[config.mk]
export PLATFORM = sky130hd
export DESIGN_NAME = pdc_ctrl
export DESIGN_NICKNAME = d
export VERILOG_FILES = /design/src/logic/pdc_pkg.sv /design/src/logic/pdc_ctrl.sv /design/src/logic/pdc_wait_timer.sv
export SDC_FILE = /design/constraint.sdc
export NUM_CORES = 1
export LEC_CHECK = 0
export BUFFER_PORTS_ARGS = -buffer_cell sky130_fd_sc_hd__buf_4
export CAP_MARGIN = 20
export CORE_MARGIN = 8
export CORE_UTILIZATION = 60
export DETAILED_ROUTE_END_ITERATION = 8
export PLACE_DENSITY = 0.81
export SYNTH_ARGS = -nofsm -noshare
export SYNTH_HDL_FRONTEND = slang
export SYNTH_SLANG_ARGS = --single-unit
[constraint.sdc]
create_clock -name mclk -period 8.55 [get_ports mclk]
set_input_delay 0.4275 -clock mclk [delete_from_list [all_inputs] [get_ports mclk]]
set_output_delay 0.4275 -clock mclk [all_outputs]
set_load 0.02 [all_outputs]
[src/logic/pdc_pkg.sv]
// package: timing constants and states for the delay line controller
package pdc_pkg;
  localparam int unsigned CLK_PERIOD_PS = 100000;
  localparam int unsigned STEP_DELAY_PS = 1000;
  localparam int unsigned INHERENT_DELAY_PS = 13000;
  localparam int unsigned CODE_W = 7;
  localparam int unsigned CODE_STEPS = 127;
  localparam int unsigned FULL_RANGE_DELAY_PS = CODE_STEPS * STEP_DELAY_PS;
  localparam int unsigned CNT_W = 16;
  localparam logic [6:0] CODE_RESET = 7'h00;
  localparam int unsigned PERIOD_MIN_PCT = 200;
  localparam int unsigned WIDTH_MIN_PCT = 100;
  typedef enum logic [2:0] {
    ST_IDLE = 3'b000,
    ST_PULSE_HI = 3'b001,
    ST_PULSE_LO = 3'b010,
    ST_DRAIN = 3'b011,
    ST_CODE_WAIT = 3'b100,
    ST_DIS_HOLD = 3'b101
  } pdc_state_t;
endpackage

[src/logic/pdc_ctrl.sv]
// controller driving a seven-bit programmable delay line
`timescale 1ns/1ps
// Overview of operation
// - Gating pins held low normally, both always driven alike.
// - Code is captured in registers, so it is held stable.
// - Wait step times code increase after last true edge before code change.
// - Disable while active: gate high, source low for code times step.
// - Source period at least 200% and width 100% of full range.
// - Output needs period at least 16% and width 8% of full range.
module pdc_ctrl #(
  parameter int unsigned STEP_PS = pdc_pkg::STEP_DELAY_PS,
  parameter int unsigned INH_PS = pdc_pkg::INHERENT_DELAY_PS
) (
  input wire logic mclk, // 10 MHz clock
  input wire logic srst, // sync reset, active high
  input wire logic pulse_req, // request one source pulse
  input wire logic code_req, // request code change
  input wire logic [6:0] code_new, // requested code
  input wire logic dis_req, // request disable and clear
  input wire logic en_req, // request re-enable
  input wire logic dly_out, // true output pin from device
  output logic busy, // controller not idle
  output logic enabled, // outputs currently enabled
  output logic [6:0] delay_select_code, // code pins
  output logic gate_n, // both gating pins
  output logic src // source pin
);
  localparam int unsigned CW = pdc_pkg::CNT_W;
  localparam int unsigned FULL_PS = pdc_pkg::CODE_STEPS * STEP_PS;

  // round a picosecond figure up to cycles, at least one
  function automatic logic [CW-1:0] ps2cyc(input int unsigned ps);
    int unsigned c;
    c = (ps + pdc_pkg::CLK_PERIOD_PS - 1) / pdc_pkg::CLK_PERIOD_PS;
    if (c == 0)
      c = 1;
    return c[CW-1:0];
  endfunction

  localparam logic [CW-1:0] HI_CYC = ps2cyc(FULL_PS * pdc_pkg::WIDTH_MIN_PCT / 100);
  localparam logic [CW-1:0] LO_CYC = ps2cyc(FULL_PS * (pdc_pkg::PERIOD_MIN_PCT - pdc_pkg::WIDTH_MIN_PCT) / 100);
  localparam logic [CW-1:0] DRAIN_CYC = ps2cyc(INH_PS + FULL_PS);

  pdc_pkg::pdc_state_t st_q;
  logic [6:0] code_q;
  logic [6:0] pend_q;
  logic gate_q;
  logic src_q;
  logic out_s1_q;
  logic out_s2_q;
  logic out_prev_q;
  logic ld;
  logic [CW-1:0] ld_cyc;
  logic tdone;

  pdc_wait_timer #(.W(CW)) u_tmr (
    .mclk(mclk),
    .srst(srst),
    .load(ld),
    .cycles(ld_cyc),
    .done(tdone)
  );

  // two-stage sync of the device output pin
  always_ff @(posedge mclk)
  begin
    if (srst)
    begin
      out_s1_q <= 1'b0;
      out_s2_q <= 1'b0;
      out_prev_q <= 1'b0;
    end
    else
    begin
      out_s1_q <= dly_out;
      out_s2_q <= out_s1_q;
      out_prev_q <= out_s2_q;
    end
  end

  // step wait in cycles for a code change or a clear
  function automatic logic [CW-1:0] step_cyc(input logic [6:0] steps);
    return ps2cyc(int'(steps) * STEP_PS);
  endfunction

  always_comb
  begin
    ld = 1'b0;
    ld_cyc = '0;
    case (st_q)
      pdc_pkg::ST_IDLE:
      begin
        if (dis_req && gate_q == 1'b0)
        begin
          ld = 1'b1;
          ld_cyc = step_cyc(code_q);
        end
        else if (pulse_req && !gate_q)
        begin
          ld = 1'b1;
          ld_cyc = HI_CYC;
        end
        else if (code_req)
        begin
          ld = 1'b1;
          ld_cyc = DRAIN_CYC;
        end
      end
      pdc_pkg::ST_PULSE_HI:
      begin
        if (tdone)
        begin
          ld = 1'b1;
          ld_cyc = LO_CYC;
        end
      end
      pdc_pkg::ST_DRAIN:
      begin
        // last true edge seen, or full delay passed: start code-change wait
        if (tdone || (out_s2_q != out_prev_q))
        begin
          ld = 1'b1;
          ld_cyc = (pend_q > code_q) ? step_cyc(7'(pend_q - code_q)) : 16'h0001;
        end
      end
      default:
      begin
        ld = 1'b0;
        ld_cyc = '0;
      end
    endcase
  end

  always_ff @(posedge mclk)
  begin
    if (srst)
      st_q <= pdc_pkg::ST_IDLE;
    else
    begin
      case (st_q)
        pdc_pkg::ST_IDLE:
        begin
          if (dis_req && !gate_q)
            st_q <= pdc_pkg::ST_DIS_HOLD;
          else if (pulse_req && !gate_q)
            st_q <= pdc_pkg::ST_PULSE_HI;
          else if (code_req)
            st_q <= pdc_pkg::ST_DRAIN;
        end
        pdc_pkg::ST_PULSE_HI:
          if (tdone)
            st_q <= pdc_pkg::ST_PULSE_LO;
        pdc_pkg::ST_PULSE_LO:
          if (tdone)
            st_q <= pdc_pkg::ST_IDLE;
        pdc_pkg::ST_DRAIN:
          if (tdone || (out_s2_q != out_prev_q))
            st_q <= pdc_pkg::ST_CODE_WAIT;
        pdc_pkg::ST_CODE_WAIT:
          if (tdone)
            st_q <= pdc_pkg::ST_IDLE;
        pdc_pkg::ST_DIS_HOLD:
          if (tdone)
            st_q <= pdc_pkg::ST_IDLE;
        default:
          st_q <= pdc_pkg::ST_IDLE;
      endcase
    end
  end

  // code held stable except at the end of the code-change wait
  always_ff @(posedge mclk)
  begin
    if (srst)
    begin
      code_q <= pdc_pkg::CODE_RESET;
      pend_q <= pdc_pkg::CODE_RESET;
    end
    else
    begin
      if (st_q == pdc_pkg::ST_IDLE && code_req && !(dis_req && !gate_q) && !(pulse_req && !gate_q))
        pend_q <= code_new;
      if (st_q == pdc_pkg::ST_CODE_WAIT && tdone)
        code_q <= pend_q;
    end
  end

  // gating pins: one register drives both, low while enabled
  always_ff @(posedge mclk)
  begin
    if (srst)
      gate_q <= 1'b0;
    else if (st_q == pdc_pkg::ST_IDLE && dis_req && !gate_q)
      gate_q <= 1'b1;
    else if (st_q == pdc_pkg::ST_IDLE && en_req && !dis_req)
      gate_q <= 1'b0;
  end

  // source pulse, forced low while disabling
  always_ff @(posedge mclk)
  begin
    if (srst)
      src_q <= 1'b0;
    else if (st_q == pdc_pkg::ST_IDLE && pulse_req && !gate_q && !dis_req)
      src_q <= 1'b1;
    else if (st_q == pdc_pkg::ST_PULSE_HI && tdone)
      src_q <= 1'b0;
    else if (st_q == pdc_pkg::ST_DIS_HOLD)
      src_q <= 1'b0;
  end

  assign delay_select_code = code_q;
  assign gate_n = gate_q;
  assign src = src_q;
  assign busy = (st_q != pdc_pkg::ST_IDLE);
  assign enabled = !gate_q;
endmodule // pdc_ctrl

[src/logic/pdc_wait_timer.sv]
// cycle count-down timer for wait intervals
`timescale 1ns/1ps
module pdc_wait_timer #(
  parameter int unsigned W = 16
) (
  input wire logic mclk, // clock
  input wire logic srst, // sync reset
  input wire logic load, // start pulse
  input wire logic [W-1:0] cycles, // cycles to wait
  output logic done // high when idle or expired
);
  logic [W-1:0] cnt_q;
  always_ff @(posedge mclk)
  begin
    if (srst)
      cnt_q <= '0;
    else if (load)
      cnt_q <= cycles;
    else if (cnt_q != '0)
      cnt_q <= cnt_q - 1'b1;
  end
  // no term from load here: the caller derives load from done, so it would close a loop
  assign done = (cnt_q == '0);
endmodule // pdc_wait_timer

; After elaboration in Yosys (flattened, before gate mapping)
; Index checks and enable logic that the tools add are counted.
[classes]
n_addsub = 6
mul = 2
n_div = 2
magnitude_cmp = 1
eq_ne = 10
muxes = 29
bitwise_logic = 1
n_reduce_logical = 31
[ops]
columns = operator, count
row1 = $mux 16, 7
row2 = $div 32x17->32 const B, 2
row3 = $logic_not 32->1, 2
row4 = $pmux 16 s3, 1
row5 = $sub 18x1->19 const B, 2
row6 = $add 17x17->18 const B, 2
row7 = $mul 7x7->14 const B, 2
row8 = $mux 3, 6
row9 = $logic_not 16->1, 1
row10 = $reduce_bool 16->1, 1
row11 = $sub 16x1->16 const B, 1
row12 = $logic_and 1x1->1, 15
row13 = $pmux 3 s4, 1
row14 = $mux 1, 10
row15 = $gt 7x7->1, 1
row16 = $sub 7x7->7, 1
row17 = $eq 3x2->1 const B, 2
row18 = $eq 3x3->1 const B, 2
row19 = $mux 2, 3
row20 = $reduce_bool 3->1, 2
row21 = $logic_not 1->1, 4
row22 = $ne 2x2->1 const B, 2
row23 = $ne 4x4->1 const B, 1
row24 = $reduce_and 4->1, 1
row25 = 9 further kinds, 10
[totals]
reg_bits = 38
in_bits = 14

; Longest topological paths before layout
[logic_depth]
ltp_word = 11
mapped_depth = 23
ltp_nobuf = 23

; By module
; Synthesis repeated with hierarchy kept, for this count alone.
[unflattened]
hier_cells = 622
hier_area_um2 = 5257.5
[by_module_without_submodules]
columns = mod, n_inst, cells_each, area_each_um2
row1 = pdc_ctrl, 1, 506, 4292.9
row2 = pdc_wait_timer, 1, 116, 964.7

; Worst setup path before layout
; OpenSTA, ideal clock, no wires.
[synth_path]
kind = register -> register
startpoint = reg code_q[0] (netlist: delay_select_code[0])
endpoint = reg u_tmr.cnt_q[0]
setup_time_ps = 116
arrival_time_ps = 5953
slack_ps = 2480
path_stages_with_launch = 21
path_buffers = 0
path_cell_list = dfxtp_1 -> ha_1 -> inv_1 -> fa_1 -> a211oi_1 -> nor2_1 -> a211oi_2 -> xnor2_1 -> fa_1 -> fa_1 -> ha_1 -> ha_1 -> or3_1 -> a311oi_1 -> o31ai_1 -> a21oi_1 -> xor2_1 -> nor4b_1 -> mux2i_1 -> a211o_1 -> a41o_1
[synth_via]
elab_chain_cells = 11
[synth_rtl]
columns = element, line
row1 = start: declaration, pdc_ctrl.sv:45  ; logic [6:0] code_q;
row2 = start signal: assignment, pdc_ctrl.sv:176  ; code_q <= pdc_pkg::CODE_RESET;
row3 = start signal: assignment, pdc_ctrl.sv:184  ; code_q <= pend_q;
row4 = $sub 7x7->7, pdc_ctrl.sv:123  ; ld_cyc = (pend_q > code_q) ? step_cyc(7'(pend_q - code_q)) : 16'h0001;
row5 = $mul 7x7->14, pdc_ctrl.sv:83  ; return ps2cyc(int'(steps) * STEP_PS);
row6 = $add 17x17->18, pdc_ctrl.sv:34  ; c = (ps + pdc_pkg::CLK_PERIOD_PS - 1) / pdc_pkg::CLK_PERIOD_PS;
row7 = $sub 18x1->19, pdc_ctrl.sv:34
row8 = $div 32x17->32, pdc_ctrl.sv:34
row9 = $logic_not 32->1, pdc_ctrl.sv:35  ; if (c == 0)
row10 = $mux 16, pdc_ctrl.sv:35
row11 = $mux 16, pdc_ctrl.sv:123
row12 = $mux 16, pdc_ctrl.sv:120  ; if (tdone || (out_s2_q != out_prev_q))
row13 = $pmux 16 s3 *, pdc_ctrl.sv:90  ; case (st_q)
row14 = $mux 16 *, pdc_wait_timer.sv:17  ; else if (load)
row15 = end signal: assignment, pdc_wait_timer.sv:18  ; cnt_q <= cycles;
row16 = end signal: assignment, pdc_wait_timer.sv:20  ; cnt_q <= cnt_q - 1'b1;
row17 = end: declaration, pdc_wait_timer.sv:12  ; logic [W-1:0] cnt_q;
; Mark *: on every way between the ends. The rest lies on a longest branch, timed or not.
; A chain may end at the register's enable or synchronous reset.

; Worst setup path in the final report
; Ends and elaborated chain as after synthesis.

==> flow_summary.rst <==
.. list-table::
   :header-rows: 1

   * - Metric
     - Value
   * - Result of the run
     - completed
   * - Warnings, synthesis
     - 0
   * - CP endpoint
     - u_tmr.cnt_q[0]$_SDFFE_PP0P_
   * - Worst reg2reg path endpoint
     - u_tmr.cnt_q[0]$_SDFFE_PP0P_
   * - Met3 wire length
     - ~460 um
   * - Path category of the worst min-delay check
     - in2reg
   * - Gpl congestion
     - ~0.83
   * - Worst endpoint data arrival time
     - around 6700 ps
   * - Max Buffers Root-to-Sink
     - 2
   * - Number of synthesized register bits
     - 38
   * - Worst-case reg-to-reg path depth
     - 20
   * - Average wire per cell in the routed design
     - roughly 15 um
   * - CP Launch Type
     - flip-flop
   * - Average footprint of a synthesized cell
     - about 8.5 sq um
   * - Die X
     - ~110 um
   * - Data required, critical path
     - roughly 8700 ps
   * - Post-Route WL
     - 10460 um
   * - Maximum clock frequency
     - approximately 0.15 GHz
   * - Final layout net count
     - 721
   * - List of most frequent post-synthesis cells
     - 77 x sky130_fd_sc_hd__ha_1, 71 x sky130_fd_sc_hd__inv_1, 66 x sky130_fd_sc_hd__nor2_1
   * - Worst setup path class
     - reg2reg
   * - Final worst path period share
     - 0.7595
   * - Shortest clock period the worst path allows after layout
     - 6494 ps
   * - Routed metal-1 wire length
     - between 4000 and 5000 um
   * - Via Count
     - 4130
   * - Total CTS buffers
     - 5
   * - Met2 WL
     - about 5000 um
   * - Worst Hold Path Cells
     - 2
   * - Post CTS Setup Buffer Count
     - 0
   * - Floorplan Core Area
     - 8051 sq um
   * - DR iter-0 viols
     - ~190
   * - Non-filler instance count after layout
     - roughly 700
   * - Placed wire-length estimate
     - ~8600 um
   * - Area added between synthesis and finish
     - 7.677%
   * - Max-cap check violation count
     - 0
   * - Cell area after technology mapping
     - between 4000 and 5000 sq um
   * - Origin of the critical flop-to-flop path
     - delay_select_code[0]$_SDFFE_PP0P_
   * - Pre-antenna DRT Iters
     - 5
   * - Maximum number of pins on one net before global-route repair
     - 26
   * - Crit Path Max Fanout
     - 10
   * - Skew final
     - ~5.3 ps
   * - Post-placement cell count
     - 695
   * - Proportion of register bits with asynchronous set or reset after synthesis
     - 0
   * - Clock-pin transition on the worst setup and hold timing paths
     - roughly 80 ps
   * - Worst skew pair latency
     - 290 ps
   * - Yosys top cell by area
     - sky130_fd_sc_hd__ha_1
   * - Crit-path max cell delay
     - ~660 ps
   * - Crit path capture type
     - flip-flop
   * - Pins over their slew limit
     - 0
   * - Clock root buffer
     - sky130_fd_sc_hd__clkbuf_8
   * - Sequential fraction of the synthesis area
     - 0.1556
   * - Number of flops mapped to enable cells by yosys
     - 0
   * - Leakage power figure
     - ~2.7 nW
   * - Final worst setup slack
     - 2056 ps
   * - Initial antenna violation count
     - 0
   * - Total negative slack
     - 0 ps
   * - I/O Pins
     - 25
   * - Worst-case headroom to the max-slew limit
     - 0.3550
   * - CTS resizes
     - 0
   * - CP cell instances
     - ha_1 -> inv_1 -> fa_1 -> a211oi_1 -> nor2_1 -> a211oi_2 -> xnor2_1 -> fa_1 -> fa_1 -> ha_1 -> ha_1 -> or3_1 -> a311oi_1 -> nor2_1 -> xnor2_1 -> nand3_1 -> nor4b_1 -> mux2i_1 -> a211o_1 -> a41o_1
   * - Worst setup path startpoint
     - delay_select_code[0]$_SDFFE_PP0P_
   * - Uppermost signal routing layer after detailed routing
     - met4
   * - Smallest hold slack
     - 342.6 ps
   * - Total overflow reported by the global router
     - 0
   * - Setup-violating endpoint count in the final report
     - 0
   * - Remaining antenna violation count after routing
     - 0
   * - Most frequently used cell type in the post-synthesis netlist
     - sky130_fd_sc_hd__ha_1
   * - Flip-flop cell with the highest count after synthesis
     - sky130_fd_sc_hd__dfxtp_1
   * - Library cells used by synthesis
     - between 60 and 70
   * - Maximum VDD drop
     - around 0.27 mV
   * - Cell types occupying the most area after synthesis
     - sky130_fd_sc_hd__ha_1 20%, sky130_fd_sc_hd__dfxtp_1 16%, sky130_fd_sc_hd__fa_1 14%
   * - Clock tree from TritonCTS
     - built
   * - Hold buffer count at CTS
     - 0
   * - Initial standard-cell utilization of the core
     - 0.6073
   * - Critical path's slowest cell
     - sky130_fd_sc_hd__a211oi_2
   * - Global-route wire length before repair
     - 18260 um
   * - Number of levels the H-tree was split into
     - 2
   * - DRC viols
     - 0
   * - Setup repair after global routing missed its margin
     - false
   * - Cell count after synthesis
     - approximately 570
   * - Antenna cells
     - 0
   * - Die height
     - between 100 and 150 um
   * - CTS sink cnt
     - 38
   * - Site Rows
     - 33
   * - Worst Max-Slew Pin Slew
     - slightly below 1000 ps
   * - Vias in the first global route
     - between 4000 and 5000
   * - Reg2Reg Setup Slack
     - a little over 2000 ps
   * - Total power per unit cell area
     - around 380 nW/um^2
   * - Area of the die
     - ~11000 sq um
   * - Share of cells above drive strength 1
     - 0.07860
   * - Fraction of synthesized cell area taken by the top area cell type
     - 0.1970
   * - Count of input and output buffers
     - 24
   * - Setup slack at placement
     - a little over 2000 ps
   * - Final hold violation count
     - 0
   * - Gr usage total
     - 0.1917
   * - Synthesized Nets
     - between 600 and 700
   * - Routed via count divided by cell count
     - about 5.9
## worst min path at each step
stage,startpoint,endpoint,slack (ps)
after detailed placement,out_s1_q$_SDFF_PP0_,out_s2_q$_SDFF_PP0_,450
after floorplan,out_s1_q$_SDFF_PP0_,out_s2_q$_SDFF_PP0_,410
after CTS,dly_out,out_s1_q$_SDFF_PP0_,340
after global routing,dly_out,out_s1_q$_SDFF_PP0_,360
final,dly_out,out_s1_q$_SDFF_PP0_,340
after global placement,out_s1_q$_SDFF_PP0_,out_s2_q$_SDFF_PP0_,420
## layout make-up
class	instances	area (sq um)
multi-input cells	457	3831
fillers	680	2786
flip-flops and latches	38	760.7
inverters	71	266.5
repair buffers	24	180.2
well taps	105	131.4
clock buffers	6	82.58
clock inverters	2	12.51
## power by group
group	leakage [nW]	internal (W)	switching, W	total, W
Sequential	0.310	0.000226	0.0000529	0.000279
Combinational	2.29	0.000671	0.000921	0.00159
Clock	0.0472	0.0000648	0.0000651	0.000130
Total	2.65	0.000962	0.00104	0.00200
## kinds of logic after synthesis
family | synth area share
muxes | 0.03966
xor gates and xnor gates | 0.06627
and+or+nand+nor | 0.1858
AOI/OAI and AO/OA | 0.1597
adders and majority gates | 0.3321
buffers and inverters | 0.06090
DFF | 0.1556
## layer usage
layer  vias to the layer above  track usage
met5                         -            0
met4                         0      0.05126
met3                        15      0.03146
met2                        87       0.3248
met1                      1975       0.2469
li1                       2053            -
## through the flow
| step | area, sq um | power [W] | utilization |
|---|---|---|---|
| floorplan | 4890 | 0.001560 | - |
| global placement | 5170 | 0.001790 | 0.6421 |
| detailed placement | 5170 | 0.001844 | 0.6421 |
| CTS | 5265 | 0.001999 | 0.6539 |
| global route | 5265 | 0.002248 | 0.6539 |
| finish | 5265 | 0.002000 | 0.6539 |
## flip-flops by register name, indices dropped and copies added, names as in the netlist
| name | count |
|---|---|
| delay_select_code | 7 |
| src | 1 |
| pend_q | 7 |
| out_s2_q | 1 |
| out_prev_q | 1 |
| st_q | 3 |
| gate_n | 1 |
| u_tmr.cnt_q | 16 |
| out_s1_q | 1 |
## layout by cell type, fill, tap and decap left out, types with 9 or more instances in the layout
cell                      count
sky130_fd_sc_hd__ha_1        77
sky130_fd_sc_hd__inv_1       71
sky130_fd_sc_hd__nor2_1      66
sky130_fd_sc_hd__dfxtp_1     38
sky130_fd_sc_hd__fa_1        33
sky130_fd_sc_hd__nand2_1     28
sky130_fd_sc_hd__a21oi_1     27
sky130_fd_sc_hd__xnor2_1     26
sky130_fd_sc_hd__buf_4       24
sky130_fd_sc_hd__mux2i_1     16
sky130_fd_sc_hd__o21ai_0     15
sky130_fd_sc_hd__nand3_1     14
sky130_fd_sc_hd__nor3_1      11
sky130_fd_sc_hd__xor2_1      11
sky130_fd_sc_hd__a21o_1       9
## critical path: cells and delay by family, from the launching register on
family,cells,cell delay [ps]
simple gates,5,1080
compound gates,5,1800
xor+xnor,2,530
fa+ha+maj,6,2240
buf+inv,1,60
mux,1,120
flops,1,560
Note: power is estimated with default switching activity, not from simulation.
